### src/hdl/fcr_regs.vh
// register offsets, field positions, reset values and frame constants of the filter control bank
`ifndef FCR_REGS_VH
`define FCR_REGS_VH

// ----------------------------------------
// frame layout
// ----------------------------------------
`define FCR_FRAME_BITS      6'd32
`define FCR_DATA_W          24
`define FCR_ADDR_W          5
`define FCR_CHIP_ADDR       3'h5

// ----------------------------------------
// register offsets
// ----------------------------------------
`define FCR_ADDR_IDENT      5'h00
`define FCR_ADDR_ENABLE     5'h01
`define FCR_ADDR_SETTINGS   5'h02
`define FCR_ADDR_TUNE       5'h03

// ----------------------------------------
// field positions
// ----------------------------------------
`define FCR_RPTR_MSB        4
`define FCR_SOFT_RST_BIT    5
`define FCR_EN_NVM_IGN      0
`define FCR_EN_CAL          1
`define FCR_EN_I            2
`define FCR_EN_Q            3
`define FCR_EN_FORCE        4
`define FCR_EN_DOUBLER      5
`define FCR_EN_ZIN_LSB      9
`define FCR_ENABLE_MASK     24'h00023F
`define FCR_SETTINGS_MASK   24'h0007FF
`define FCR_TUNE_MASK       24'h00000F
`define FCR_SET_ZIN_MSB     10

// ----------------------------------------
// reset values
// ----------------------------------------
`define FCR_ENABLE_RST      24'h00000C
`define FCR_SETTINGS_RST    24'h000009
`define FCR_TUNE_RST        24'h000000
`define FCR_TUNE_MAX        4'hB
`define FCR_IDENT_DEFAULT   24'h123456

`endif

### src/hdl/fcr_bank.v
// serial register bank controlling a dual programmable low-pass filter
`timescale 1ns/1ps
`default_nettype none
`include "fcr_regs.vh"

module fcr_bank #(
	parameter [23:0] IDENT_VALUE = `FCR_IDENT_DEFAULT // arbitrary value
) (
	// clock and reset
	input  wire        core_clk_i,
	input  wire        rst_n_i,
	input  wire        clk_en_i,
	// serial port pins
	input  wire        sck_i,
	input  wire        sen_n_i,
	input  wire        sdi_i,
	output wire        sdo_o,
	output wire        sdo_oe_o,
	// configuration outputs
	output wire        nonvolatile_ignore_o,
	output wire        cal_enable_o,
	output wire        chan_i_enable_o,
	output wire        chan_q_enable_o,
	output wire        force_tune_o,
	output wire        doubler_enable_o,
	output wire [1:0]  amp_bias_o,
	output wire [1:0]  drv_bias_o,
	output wire        high_gain_select_o,
	output wire        bypass_o,
	output wire [3:0]  coarse_bw_o,
	output wire [1:0]  zin_select_o,
	output wire [3:0]  fine_tune_o,
	output wire        use_nonvolatile_o,
	output reg         soft_reset_o,
	// external status
	input  wire        nvm_programmed_i,
	input  wire [3:0]  cal_result_i
);

	// ----------------------------------------
	// reset release
	// ----------------------------------------
	reg  [1:0] rst_sync_reg;
	wire       rst_n;

	// deassert synchronously so no flop leaves reset on a different edge
	always @(posedge core_clk_i or negedge rst_n_i) begin
		if (!rst_n_i)
			rst_sync_reg <= 2'h0;
		else
			rst_sync_reg <= {rst_sync_reg[0], 1'b1};
	end
	assign rst_n = rst_sync_reg[1];

	// ----------------------------------------
	// pin synchronisers
	// ----------------------------------------
	localparam PIN_SCK = 0;
	localparam PIN_SEN = 1;
	localparam PIN_SDI = 2;

	wire [2:0] pin_raw;
	wire [2:0] pin_settled;
	wire [2:0] pin_level;
	reg  [1:0] edge_state_reg;

	// a change is trusted once the second and third stage agree
	function fcr_agree;
		input [2:0] stages;
		begin
			fcr_agree = (stages[1] == stages[2]);
		end
	endfunction

	// pin order inside the chains: clock, enable, data
	assign pin_raw = {sdi_i, sen_n_i, sck_i};

	// one three-flop chain per pin; stage one feeds only stage two
	genvar g;
	generate
		for (g = 0; g < 3; g = g + 1) begin : g_sync
			// chains start at the idle level so reset cannot fake an edge
			localparam [2:0] IDLE = (g == PIN_SEN) ? 3'h7 : 3'h0;
			reg  [2:0] chain_reg;
			always @(posedge core_clk_i or negedge rst_n) begin
				if (!rst_n)
					chain_reg <= IDLE;
				else if (clk_en_i)
					chain_reg <= {chain_reg[1:0], pin_raw[g]};
			end
			assign pin_settled[g] = fcr_agree(chain_reg);
			assign pin_level[g]   = chain_reg[2];
		end
	endgenerate

	// last trusted level of the clock pin (bit 0) and the enable pin (bit 1)
	always @(posedge core_clk_i or negedge rst_n) begin
		if (!rst_n) begin
			edge_state_reg <= 2'h2; // clock idle low, enable idle high
		end else if (clk_en_i) begin
			if (pin_settled[PIN_SCK])
				edge_state_reg[0] <= pin_level[PIN_SCK];
			if (pin_settled[PIN_SEN])
				edge_state_reg[1] <= pin_level[PIN_SEN];
		end
	end

	// edges are taken against the last trusted level, so a glitch that
	// never reaches both late stages is not counted
	wire sck_rise = pin_settled[PIN_SCK] & pin_level[PIN_SCK] & ~edge_state_reg[0];
	wire sck_fall = pin_settled[PIN_SCK] & ~pin_level[PIN_SCK] & edge_state_reg[0];
	wire sen_rise = pin_settled[PIN_SEN] & pin_level[PIN_SEN] & ~edge_state_reg[1];
	wire sen_fall = pin_settled[PIN_SEN] & ~pin_level[PIN_SEN] & edge_state_reg[1];
	wire active   = ~edge_state_reg[1];
	wire sdi_bit  = pin_level[PIN_SDI];

	// ----------------------------------------
	// register storage
	// ----------------------------------------
	reg  [23:0] enable_reg;
	reg  [23:0] settings_reg;
	reg  [23:0] tune_reg;
	reg  [4:0]  rptr_reg;
	reg  [31:0] shift_in_reg;
	reg  [31:0] shift_out_reg;
	reg  [5:0]  bit_cnt_reg;
	reg         sdo_oe_reg;

	// ----------------------------------------
	// read path
	// ----------------------------------------
	// read mux; unmapped indices return zero
	function [23:0] fcr_read;
		input [4:0] idx;
		begin
			case (idx)
				`FCR_ADDR_IDENT:    fcr_read = IDENT_VALUE;
				`FCR_ADDR_ENABLE:   fcr_read = enable_reg;
				`FCR_ADDR_SETTINGS: fcr_read = settings_reg;
				`FCR_ADDR_TUNE:     fcr_read = tune_reg;
				default:            fcr_read = 24'h000000;
			endcase
		end
	endfunction

	// ----------------------------------------
	// frame engine
	// ----------------------------------------
	// frame timing, in core cycles after a pin edge:
	//  - a pin change is trusted about three cycles later
	//  - configuration moves one cycle after the trusted enable rise
	//  - the soft reset pulse rises with the commit, defaults land a cycle later
	// limitation: clock half periods under two core cycles are missed
	// limitation: an overlong frame commits the last 32 bits shifted in
	wire [23:0] frm_data = shift_in_reg[31:8];
	wire [4:0]  frm_addr = shift_in_reg[7:3];
	wire        frm_hit  = (shift_in_reg[2:0] == `FCR_CHIP_ADDR);
	wire        frm_done = sen_rise & (bit_cnt_reg == `FCR_FRAME_BITS);
	wire        take_bit = active & sck_rise;

	// rising clock edges of the frame; saturates so a long frame cannot wrap
	always @(posedge core_clk_i or negedge rst_n) begin
		if (!rst_n) begin
			bit_cnt_reg <= 6'h00;
		end else if (clk_en_i) begin
			if (sen_fall)
				bit_cnt_reg <= 6'h00;
			else if (take_bit && bit_cnt_reg != `FCR_FRAME_BITS)
				bit_cnt_reg <= bit_cnt_reg + 6'h01;
		end
	end

	// incoming bits, most significant first
	always @(posedge core_clk_i or negedge rst_n) begin
		if (!rst_n)
			shift_in_reg <= 32'h00000000;
		else if (clk_en_i && take_bit)
			shift_in_reg <= {shift_in_reg[30:0], sdi_bit};
	end

	// outgoing word is latched as the frame opens, so a write during the
	// frame cannot disturb the bits already on their way out
	always @(posedge core_clk_i or negedge rst_n) begin
		if (!rst_n) begin
			shift_out_reg <= 32'h00000000;
		end else if (clk_en_i) begin
			if (sen_fall)
				shift_out_reg <= {fcr_read(rptr_reg), rptr_reg, `FCR_CHIP_ADDR};
			else if (active && sck_fall && bit_cnt_reg != 6'h00)
				shift_out_reg <= {shift_out_reg[30:0], 1'b0};
		end
	end

	// ----------------------------------------
	// output drive
	// ----------------------------------------
	// a matching frame claims the data line, any other full frame frees it
	always @(posedge core_clk_i or negedge rst_n) begin
		if (!rst_n)
			sdo_oe_reg <= 1'b0;
		else if (clk_en_i && frm_done)
			sdo_oe_reg <= frm_hit;
	end

	assign sdo_o    = shift_out_reg[31];
	assign sdo_oe_o = sdo_oe_reg;

	// ----------------------------------------
	// write strobes
	// ----------------------------------------
	// one register: full frame, our chip address, that index
	function fcr_wr_strobe;
		input [4:0] target;
		begin
			fcr_wr_strobe = frm_done & frm_hit & (frm_addr == target);
		end
	endfunction

	wire wr_ident    = fcr_wr_strobe(`FCR_ADDR_IDENT);
	wire wr_enable   = fcr_wr_strobe(`FCR_ADDR_ENABLE);
	wire wr_settings = fcr_wr_strobe(`FCR_ADDR_SETTINGS);
	wire wr_tune     = fcr_wr_strobe(`FCR_ADDR_TUNE);

	// ----------------------------------------
	// register writes
	// ----------------------------------------
	// one-cycle soft reset pulse; writing zero to the bit does nothing
	always @(posedge core_clk_i or negedge rst_n) begin
		if (!rst_n)
			soft_reset_o <= 1'b0;
		else if (clk_en_i)
			soft_reset_o <= wr_ident & frm_data[`FCR_SOFT_RST_BIT];
	end

	// read pointer; the soft reset pulse wins over a write in the same cycle
	always @(posedge core_clk_i or negedge rst_n) begin
		if (!rst_n) begin
			rptr_reg <= 5'h00;
		end else if (clk_en_i) begin
			if (soft_reset_o)
				rptr_reg <= 5'h00;
			else if (wr_ident)
				rptr_reg <= frm_data[`FCR_RPTR_MSB:0];
		end
	end

	// enable register; reserved and unused bits are masked off
	always @(posedge core_clk_i or negedge rst_n) begin
		if (!rst_n) begin
			enable_reg <= `FCR_ENABLE_RST;
		end else if (clk_en_i) begin
			if (soft_reset_o)
				enable_reg <= `FCR_ENABLE_RST;
			else if (wr_enable)
				enable_reg <= frm_data & `FCR_ENABLE_MASK;
		end
	end

	// settings register; unused upper bits are masked off
	always @(posedge core_clk_i or negedge rst_n) begin
		if (!rst_n) begin
			settings_reg <= `FCR_SETTINGS_RST;
		end else if (clk_en_i) begin
			if (soft_reset_o)
				settings_reg <= `FCR_SETTINGS_RST;
			else if (wr_settings)
				settings_reg <= frm_data & `FCR_SETTINGS_MASK;
		end
	end

	// manual tune register; out-of-range codes are stored and clamped on use
	always @(posedge core_clk_i or negedge rst_n) begin
		if (!rst_n) begin
			tune_reg <= `FCR_TUNE_RST;
		end else if (clk_en_i) begin
			if (soft_reset_o)
				tune_reg <= `FCR_TUNE_RST;
			else if (wr_tune)
				tune_reg <= frm_data & `FCR_TUNE_MASK;
		end
	end

	// ----------------------------------------
	// configuration decode
	// ----------------------------------------
	assign nonvolatile_ignore_o = enable_reg[`FCR_EN_NVM_IGN];
	assign use_nonvolatile_o    = ~enable_reg[`FCR_EN_NVM_IGN] & nvm_programmed_i;
	assign cal_enable_o         = enable_reg[`FCR_EN_CAL];
	assign chan_i_enable_o      = enable_reg[`FCR_EN_I];
	assign chan_q_enable_o      = enable_reg[`FCR_EN_Q];
	assign force_tune_o         = enable_reg[`FCR_EN_FORCE];
	assign doubler_enable_o     = enable_reg[`FCR_EN_DOUBLER];
	assign amp_bias_o           = settings_reg[1:0];
	assign drv_bias_o           = settings_reg[3:2];
	assign high_gain_select_o   = settings_reg[4];
	assign bypass_o             = settings_reg[5];
	assign coarse_bw_o          = settings_reg[9:6];
	// 00 = 1000 ohm, 01 = 400 ohm, 1x = 100 ohm
	assign zin_select_o = {settings_reg[`FCR_SET_ZIN_MSB], enable_reg[`FCR_EN_ZIN_LSB]};

	// ----------------------------------------
	// fine tune select
	// ----------------------------------------
	// out-of-range manual codes are clamped to the top valid step, so a
	// bad host write cannot push the filter past its characterized range
	function [3:0] fcr_clamp_tune;
		input [3:0] code;
		begin
			if (code > `FCR_TUNE_MAX)
				fcr_clamp_tune = `FCR_TUNE_MAX;
			else
				fcr_clamp_tune = code;
		end
	endfunction

	// calibration result unless the override bit is set
	assign fine_tune_o = force_tune_o ? fcr_clamp_tune(tune_reg[3:0]) : cal_result_i;

endmodule // fcr_bank
`default_nettype wire

### config.mk
export PLATFORM = sky130hd
export DESIGN_NAME = fcr_bank
export DESIGN_NICKNAME = d
export VERILOG_FILES = /design/src/hdl/fcr_bank.v
export VERILOG_INCLUDE_DIRS = /design/src /design/src/hdl
export SDC_FILE = /design/constraint.sdc
export NUM_CORES = 1
export LEC_CHECK = 0
export ABC_CLOCK_PERIOD_IN_PS = 2920
export BUFFER_PORTS_ARGS = -buffer_cell sky130_fd_sc_hd__buf_2
export CORE_MARGIN = 2
export CORE_UTILIZATION = 39
export CTS_CLUSTER_DIAMETER = 40
export DETAILED_ROUTE_END_ITERATION = 8
export HOLD_SLACK_MARGIN = 0.06
export PLACE_DENSITY = 0.55
export SLEW_MARGIN = 20
export SYNTH_ARGS = -nofsm -noshare
export SYNTH_HDL_FRONTEND = slang
export SYNTH_SLANG_ARGS = --single-unit
### constraint.sdc
create_clock -name core_clk_i -period 2.92 [get_ports core_clk_i]
set_input_delay 0.146 -clock core_clk_i [delete_from_list [all_inputs] [get_ports core_clk_i]]
set_output_delay 0.146 -clock core_clk_i [all_outputs]
set_load 0.005 [all_outputs]
==> results of run 1 <==
## logic make-up (layout without fill, tap and decap cells)
logic type,count (synthesis),count (layout),share of synthesized area [%]
flops,99,99,55.1
other cells,1,1,0.0830
buf+inv,40,81,3.96
xor+xnor,1,1,0.194
simple gates,126,126,15.2
compound gates,85,85,13.7
fa+ha+maj,6,6,1.66
mux,43,43,10.2
## timing repair
action | in CTS | in global routing
hold endpoints to repair | 5 | 0
hold buffers | 4 | 0
gates resized for setup | 0 | 0
## cells in the mapped netlist (2+ instances only)
cell type	number
dfrtp_1	91
nand2_1	51
nand3_1	30
mux2_2	23
mux2i_1	20
a22o_1	18
inv_1	18
o21ai_0	15
a21oi_1	11
clkbuf_1	11
o21ai_2	10
a22oi_1	9
nor2_1	9
buf_2	8
dfstp_2	8
nand2b_1	7
ha_1	6
nor2b_1	5
o31ai_1	5
a221oi_1	4
nor3_1	4
nand4_1	3
o21ai_1	3
o22ai_1	3
or3_1	3
a32oi_1	2
and3b_1	2
and4bb_2	2
nor4_1	2
o31a_1	2
## power groups by stage
| stage | logic (W) | clock network, W | registers [W] |
|---|---|---|---|
| global route | 0.000850 | 0.00125 | 0.00200 |
| detailed placement | 0.000743 | 0 | 0.00197 |
| finish | 0.000736 | 0.00115 | 0.00195 |
| CTS | 0.000747 | 0.00119 | 0.00195 |
| global placement | 0.000716 | 0 | 0.00197 |
| floorplan | 0.000607 | 0 | 0.00189 |
## worst paths after layout
path                                            startpoint                                 end  depth (start not counted)
worst max-delay path            bit_cnt_reg[0]$_DFFE_PN0P_        shift_out_reg[6]$_DFFE_PN0P_                          6
worst min-delay path                               rst_n_i           rst_sync_reg[1]$_DFF_PN0_                          2
worst max register to register  bit_cnt_reg[0]$_DFFE_PN0P_        shift_out_reg[6]$_DFFE_PN0P_                          6
worst min register to register   rst_sync_reg[0]$_DFF_PN0_           rst_sync_reg[1]$_DFF_PN0_                          0
max in group asynchronous        rst_sync_reg[1]$_DFF_PN0_          bit_cnt_reg[1]$_DFFE_PN0P_                          1
min in group core_clk_i                           clk_en_i  g_sync[1].chain_reg[2]$_DFFE_PN1P_                          3
## cells in the final DEF, fill, tap and decap left out, drive strengths merged, types with 11 or more instances in the layout
master and n:
dfrtp 91, nand2 51, buf 43, nand3 30, o21ai 28, mux2 23
mux2i 20, inv 18, a22o 18, clkbuf 13, a21oi 11, nor2 11
## per-stage QoR
| step | hold slack [ps] | total power (W) | cell area (µm²) | utilization, % | worst slack (ps) |
|---|---|---|---|---|---|
| after floorplan | -150 | 0.00250 | 4520 | - | 1030 |
| after global placement | -69.7 | 0.00269 | 4830 | 42.5 | 777 |
| after CTS | 109 | 0.00389 | 5160 | 45.4 | 710 |
| after detailed placement | -66.8 | 0.00271 | 4830 | 42.5 | 720 |
| final | 133 | 0.00384 | 5160 | 45.4 | 717 |
| after global routing | 140 | 0.00409 | 5160 | 45.4 | 507 |
## worst max-delay path: cells and delay by family, from the launching register on
family                     cells  cell delay (ps)
adders and majority gates      1              160
and+or+nand+nor                2              830
buffers and inverters          1               80
AOI/OAI and AO/OA              2              550
DFF                            1              440
## cell type report
class                   count  area, µm²
flip-flops and latches     99       2490
clock buffers              13        240
multi-input cells         262       1850
fillers                  1067       6210
well taps                 143        179
repair buffers             47        285
inverters                  18       67.6
clock inverters             3       42.5
## per-layer routing
layer | GRT usage [%] | wire length [µm]
met1 | 24.7 | 4910
met2 | 25.9 | 4590
met3 | 4.52 | 325
met4 | 3.46 | 87
met5 | 0 | 0
==> impl_metrics.tcl, run 1 <==
set metrics [dict create \
    status "finished, final reports clean" \
    antenna_left 0 \
    dieHeight_um 112 \
    syn_inst 401 \
    async_flop_share_pct 100 \
    hold_viol 0 \
    period_share_pct 75.5 \
    syn_avg_cell_area_um2 11.3 \
    io_buffers 36 \
    core_area_mm2 0.0114 \
    slew_headroom_pct 48.7 \
    die_area_mm2 0.0125 \
    post-route-drc-count 0 \
    synth_cell_types 46 \
    worst_slew_pin_slew_ps 767 \
    grt_max_degree 53 \
    num_antenna_cells 0 \
    post_cts_buffers 0 \
    grt_pass1_vias 3248 \
    num_vias 3125 \
    track_usage_pct 17.0 \
    grt_overflow 0 \
    worstSkewPairLatency_ps 340 \
    p_switching_w 0.00114 \
    critPathArrivalTime_ps 2410 \
    crit_type "reg2reg" \
    start_kind "flip-flop" \
    pwr-share-comb_pct 19.1 \
    fmax_mhz 454 \
    min_path_type "in2async" \
    wl_per_cell_um 17.0 \
    antenna_found_initial 0 \
    clock_path_buffers 2 \
    rows 39 \
    crit_fanout 19 \
    synth_edf_count 0 \
    wirelength_um 9920 \
    p_seq_share_pct 50.8 \
    final.setup.tns_ps 0 \
    crit_path_top_delay_cell "or4b_4" \
    syn-cell-area_mm2 0.00452 \
    synth_area_leaders "dfrtp_1 (50%), mux2_2 (5.7%), dfstp_2 (4.7%), mux2i_1 (4.4%), nand2_1 (4.2%)" \
    synth_top_area_share_pct 50.4 \
    start_util_pct 39.7 \
    ys_ff_latch 99 \
    dpl.hpwl_um 6760 \
    power_density_mw_per_mm2 745 \
    cts.clk_slew.worst_paths_ps 60 \
    ir_drop_uv 476 \
    slew_viol_final 0 \
    drt_iter0_drc 228 \
    rsz0062_at_grt "false" \
    setup_viol 0 \
    synthFlopType "dfrtp_1" \
    largest_reg_flops 32 \
    numCtsBuffers 9 \
    path_cells "inv_1, ha_1, or4b_4, o2111a_2, nor2_8, o21ai_0" \
    drive_gt1_share_pct 24.2 \
    fp.dieW_um 112 \
    slowest_delay_ps 470 \
    place.gp.congestion 0.769 \
    via_per_inst 5.34 \
    grt_pass1_wl_um 16800 \
    nets 454 \
    p_leak_nw 2.47 \
    num_io_pins 37 \
    fin_worst_skew_ps 11.2 \
    cellInternalPower_w 0.00270 \
    syn-num-nets 418 \
    period_minus_slack_ps 2200 \
    seq_area_frac_synth_pct 55.1 \
    swShare_pct 29.7 \
    clock_power_share_pct 30.0 \
    htreeDepth 3 \
    final_cells 585 \
    ff2ff_setup_slack_ps 720 \
    cts.sinks 99 \
    cp.required_ps 3130 \
    drv_cap 0 \
    area_growth_syn_to_layout_pct 14.2 \
    ys_warn_count 0 \
    yosysTopAreaCell "dfrtp_1" \
    cts_tree "yes" \
    dp.cells 565 \
    cp-end-kind "flip-flop" \
    cts_root_buffer "clkbuf_16" \
    first_pass_iters 4 \
]
No activity file was read; power rests on OpenSTA's default activity.
==> run 2, diff against run 1 <==
--- a/config.mk
+++ b/config.mk
@@ -6,7 +6,7 @@
 export SDC_FILE = /design/constraint.sdc
 export NUM_CORES = 1
 export LEC_CHECK = 0
-export ABC_CLOCK_PERIOD_IN_PS = 2920
+export ABC_CLOCK_PERIOD_IN_PS = 1900
 export BUFFER_PORTS_ARGS = -buffer_cell sky130_fd_sc_hd__buf_2
 export CORE_MARGIN = 2
 export CORE_UTILIZATION = 39
==> constraint.sdc (replaced) <==
create_clock -name core_clk_i -period 1.9 [get_ports core_clk_i]
set_input_delay 0.095 -clock core_clk_i [delete_from_list [all_inputs] [get_ports core_clk_i]]
set_output_delay 0.095 -clock core_clk_i [all_outputs]
set_load 0.005 [all_outputs]
==> run 2 against run 1 <==
  * The run now ends with setup timing left
  * Core utilization is 2.1 points higher
  * Sequential share of layout area is 2.2 points lower
  * Count of clock-buffer cells in the layout is 3 lower
  * Die area stayed put
  * Power is 61% higher
  * Hold slack worse by 69 ps
  * Combinational power is 87% higher
  * Sequential cell count stayed put
  * Wire length is 1.2% higher
  * Global-route usage is 0.37 points lower
  * First-iteration DRC count is 3.5% lower
==> impl_metrics.tcl, run 2 (same netlist as run 1, synthesis figures left out) <==
set metrics [dict create \
    status "complete, but fails checks" \
    violations "setup timing" \
    slew_viol_final 0 \
    final.setup.tns_ps -482 \
    slew_headroom_pct 58.9 \
    path_buf_inv 2 \
    dpl.hpwl_um 6800 \
    nets 471 \
    grt_pass1_vias 3328 \
    setup_viol 16 \
    regArea_mm2 0.00249 \
    cp-end-kind "flip-flop" \
    numCtsBuffers 9 \
    antenna_found_initial 0 \
    worst_slew_pin_slew_ps 611 \
    slowest_delay_ps 460 \
    core_area_mm2 0.0114 \
    startpoint "bit_cnt_reg[1]$_DFFE_PN0P_" \
    multiInputGateArea_mm2 0.00190 \
    r2r-start "bit_cnt_reg[1]$_DFFE_PN0P_" \
    drt_iter0_drc 220 \
    nFillCells 1045 \
    cellInternalPower_w 0.00429 \
    period_share_pct 103 \
    total_power_w 0.00618 \
    p_switching_w 0.00189 \
    mostFrequentLayoutCells "dfrtp_1 (90), nand2_1 (51), buf_2 (36)" \
    power_density_mw_per_mm2 1140 \
    post-route-drc-count 0 \
    fin_worst_skew_ps 6.96 \
    drv_cap 0 \
    first_pass_iters 4 \
    finalWorstSetupSlack_ps -54.0 \
    cts.clk_slew.worst_paths_ps 70 \
    dp_slack_ps -45.9 \
    rows 39 \
    area_growth_syn_to_layout_pct 19.5 \
    wirelength_um 10000 \
    io_buffers 36 \
    track_usage_pct 16.7 \
    critPathTopFamily "simple AND/OR/NAND/NOR gates" \
    grt_overflow 0 \
    fp.dieW_um 112 \
    crit_fanout 7 \
    crit_path_top_delay_cell "or4b_4" \
    num_io_pins 37 \
    ff2ff_setup_slack_ps -50 \
    p_seq_share_pct 48.3 \
    cts_root_buffer "clkbuf_16" \
    drive_gt1_share_pct 29.4 \
    clock_path_buffers 2 \
    largest_reg_flops 32 \
    fmax_mhz 512 \
    start_kind "flip-flop" \
    period_minus_slack_ps 1950 \
    critPathArrivalTime_ps 2180 \
    clock_power_share_pct 29.5 \
    dieHeight_um 112 \
    swShare_pct 30.5 \
    antenna_left 0 \
    grt_pass1_wl_um 16800 \
    die_area_mm2 0.0125 \
    htreeDepth 3 \
    cts_tree "yes" \
    holdWs_ps 63.5 \
    pwr-share-comb_pct 22.3 \
    hold_viol 0 \
    min_path_type "in2async" \
    rsz0062_at_grt "true" \
    worstSkewPairLatency_ps 340 \
    ir_drop_uv 732 \
    p_leak_nw 2.62 \
    via_per_inst 5.39 \
    num_vias 3246 \
    place.gp.congestion 0.821 \
    path_cells "inv_2, ha_4, or4b_4, o2111a_2, nor2_8, clkbuf_16, o21ai_2" \
    grt_max_degree 98 \
    wl_per_cell_um 16.7 \
    crit_type "reg2reg" \
    cp.required_ps 2120 \
    num_antenna_cells 0 \
    start_util_pct 39.7 \
    cts.sinks 99 \
    final_common_cell "dfrtp_1" \
]
[run 2: cell types whose count changed in the layout (fill, tap and decap cells not counted), sizes merged]
cell and change:
buf +16, clkbuf -2, clkinv +2, inv +1
[run 2: worst paths after layout]
| path | endpoint | cells past startpoint |
|---|---|---|
| worst max-delay path | shift_out_reg[15]$_DFFE_PN0P_ | 7 |
| worst min-delay path | rst_sync_reg[1]$_DFF_PN0_ | 2 |
| worst max register to register | shift_out_reg[15]$_DFFE_PN0P_ | 7 |
| worst min register to register | shift_in_reg[10]$_DFFE_PN0P_ | 1 |
| max in group asynchronous | settings_reg[3]$_DFFE_PN1P_ | 1 |
| min in group core_clk_i | g_sync[1].chain_reg[2]$_DFFE_PN1P_ | 2 |
[run 2: per-layer routing]
layer | global-route usage [%] | vias up | part of all wire, %
met5 | 0 | - | 0
met3 | 4.14 | 7 | 4.2
met2 | 27.1 | 50 | 48
met1 | 22.7 | 1656 | 47
li1 | - | 1533 | -
met4 | 3.70 | 0 | 0.75
[run 2: final cells by class]
class,count,area share [%]
Clock buffer,10,4.24
Clock inverter,6,1.20
Inverter,18,1.25
Multi-Input combinational cell,262,35.1
Sequential cell,99,46.1
Tap cell,143,3.31
Timing Repair Buffer,64,8.73
[run 2: power by group through the flow]
stage / logic, W / clock network [W] / registers (W)
after CTS: 0.00131 / 0.00187 / 0.00298
final: 0.00138 / 0.00182 / 0.00298
after global routing: 0.00156 / 0.00193 / 0.00305
after detailed placement: 0.00129 / 0 / 0.00301
after global placement: 0.00125 / 0 / 0.00300
after floorplan: 0.000933 / 0 / 0.00291
[run 2: timing repair]
item | 4_1_cts | 5_1_grt
hold endpoints to repair | 5 | 0
gates cloned | 0 | 1
gates resized for setup | 2 | 11
pin swaps | 2 | 14
hold buffers | 4 | 0
endpoints found under the setup margin | 25 | 59
buffers inserted | 0 | 1
[run 2: metrics by stage]
step / std cells / util, % / area, µm²
final: 602 / 47.5 / 5400
after global routing: 602 / 47.5 / 5400
after floorplan: 401 / - / 4520
after detailed placement: 580 / 43.8 / 4980
after CTS: 600 / 46.9 / 5330
after global placement: 580 / 43.8 / 4980
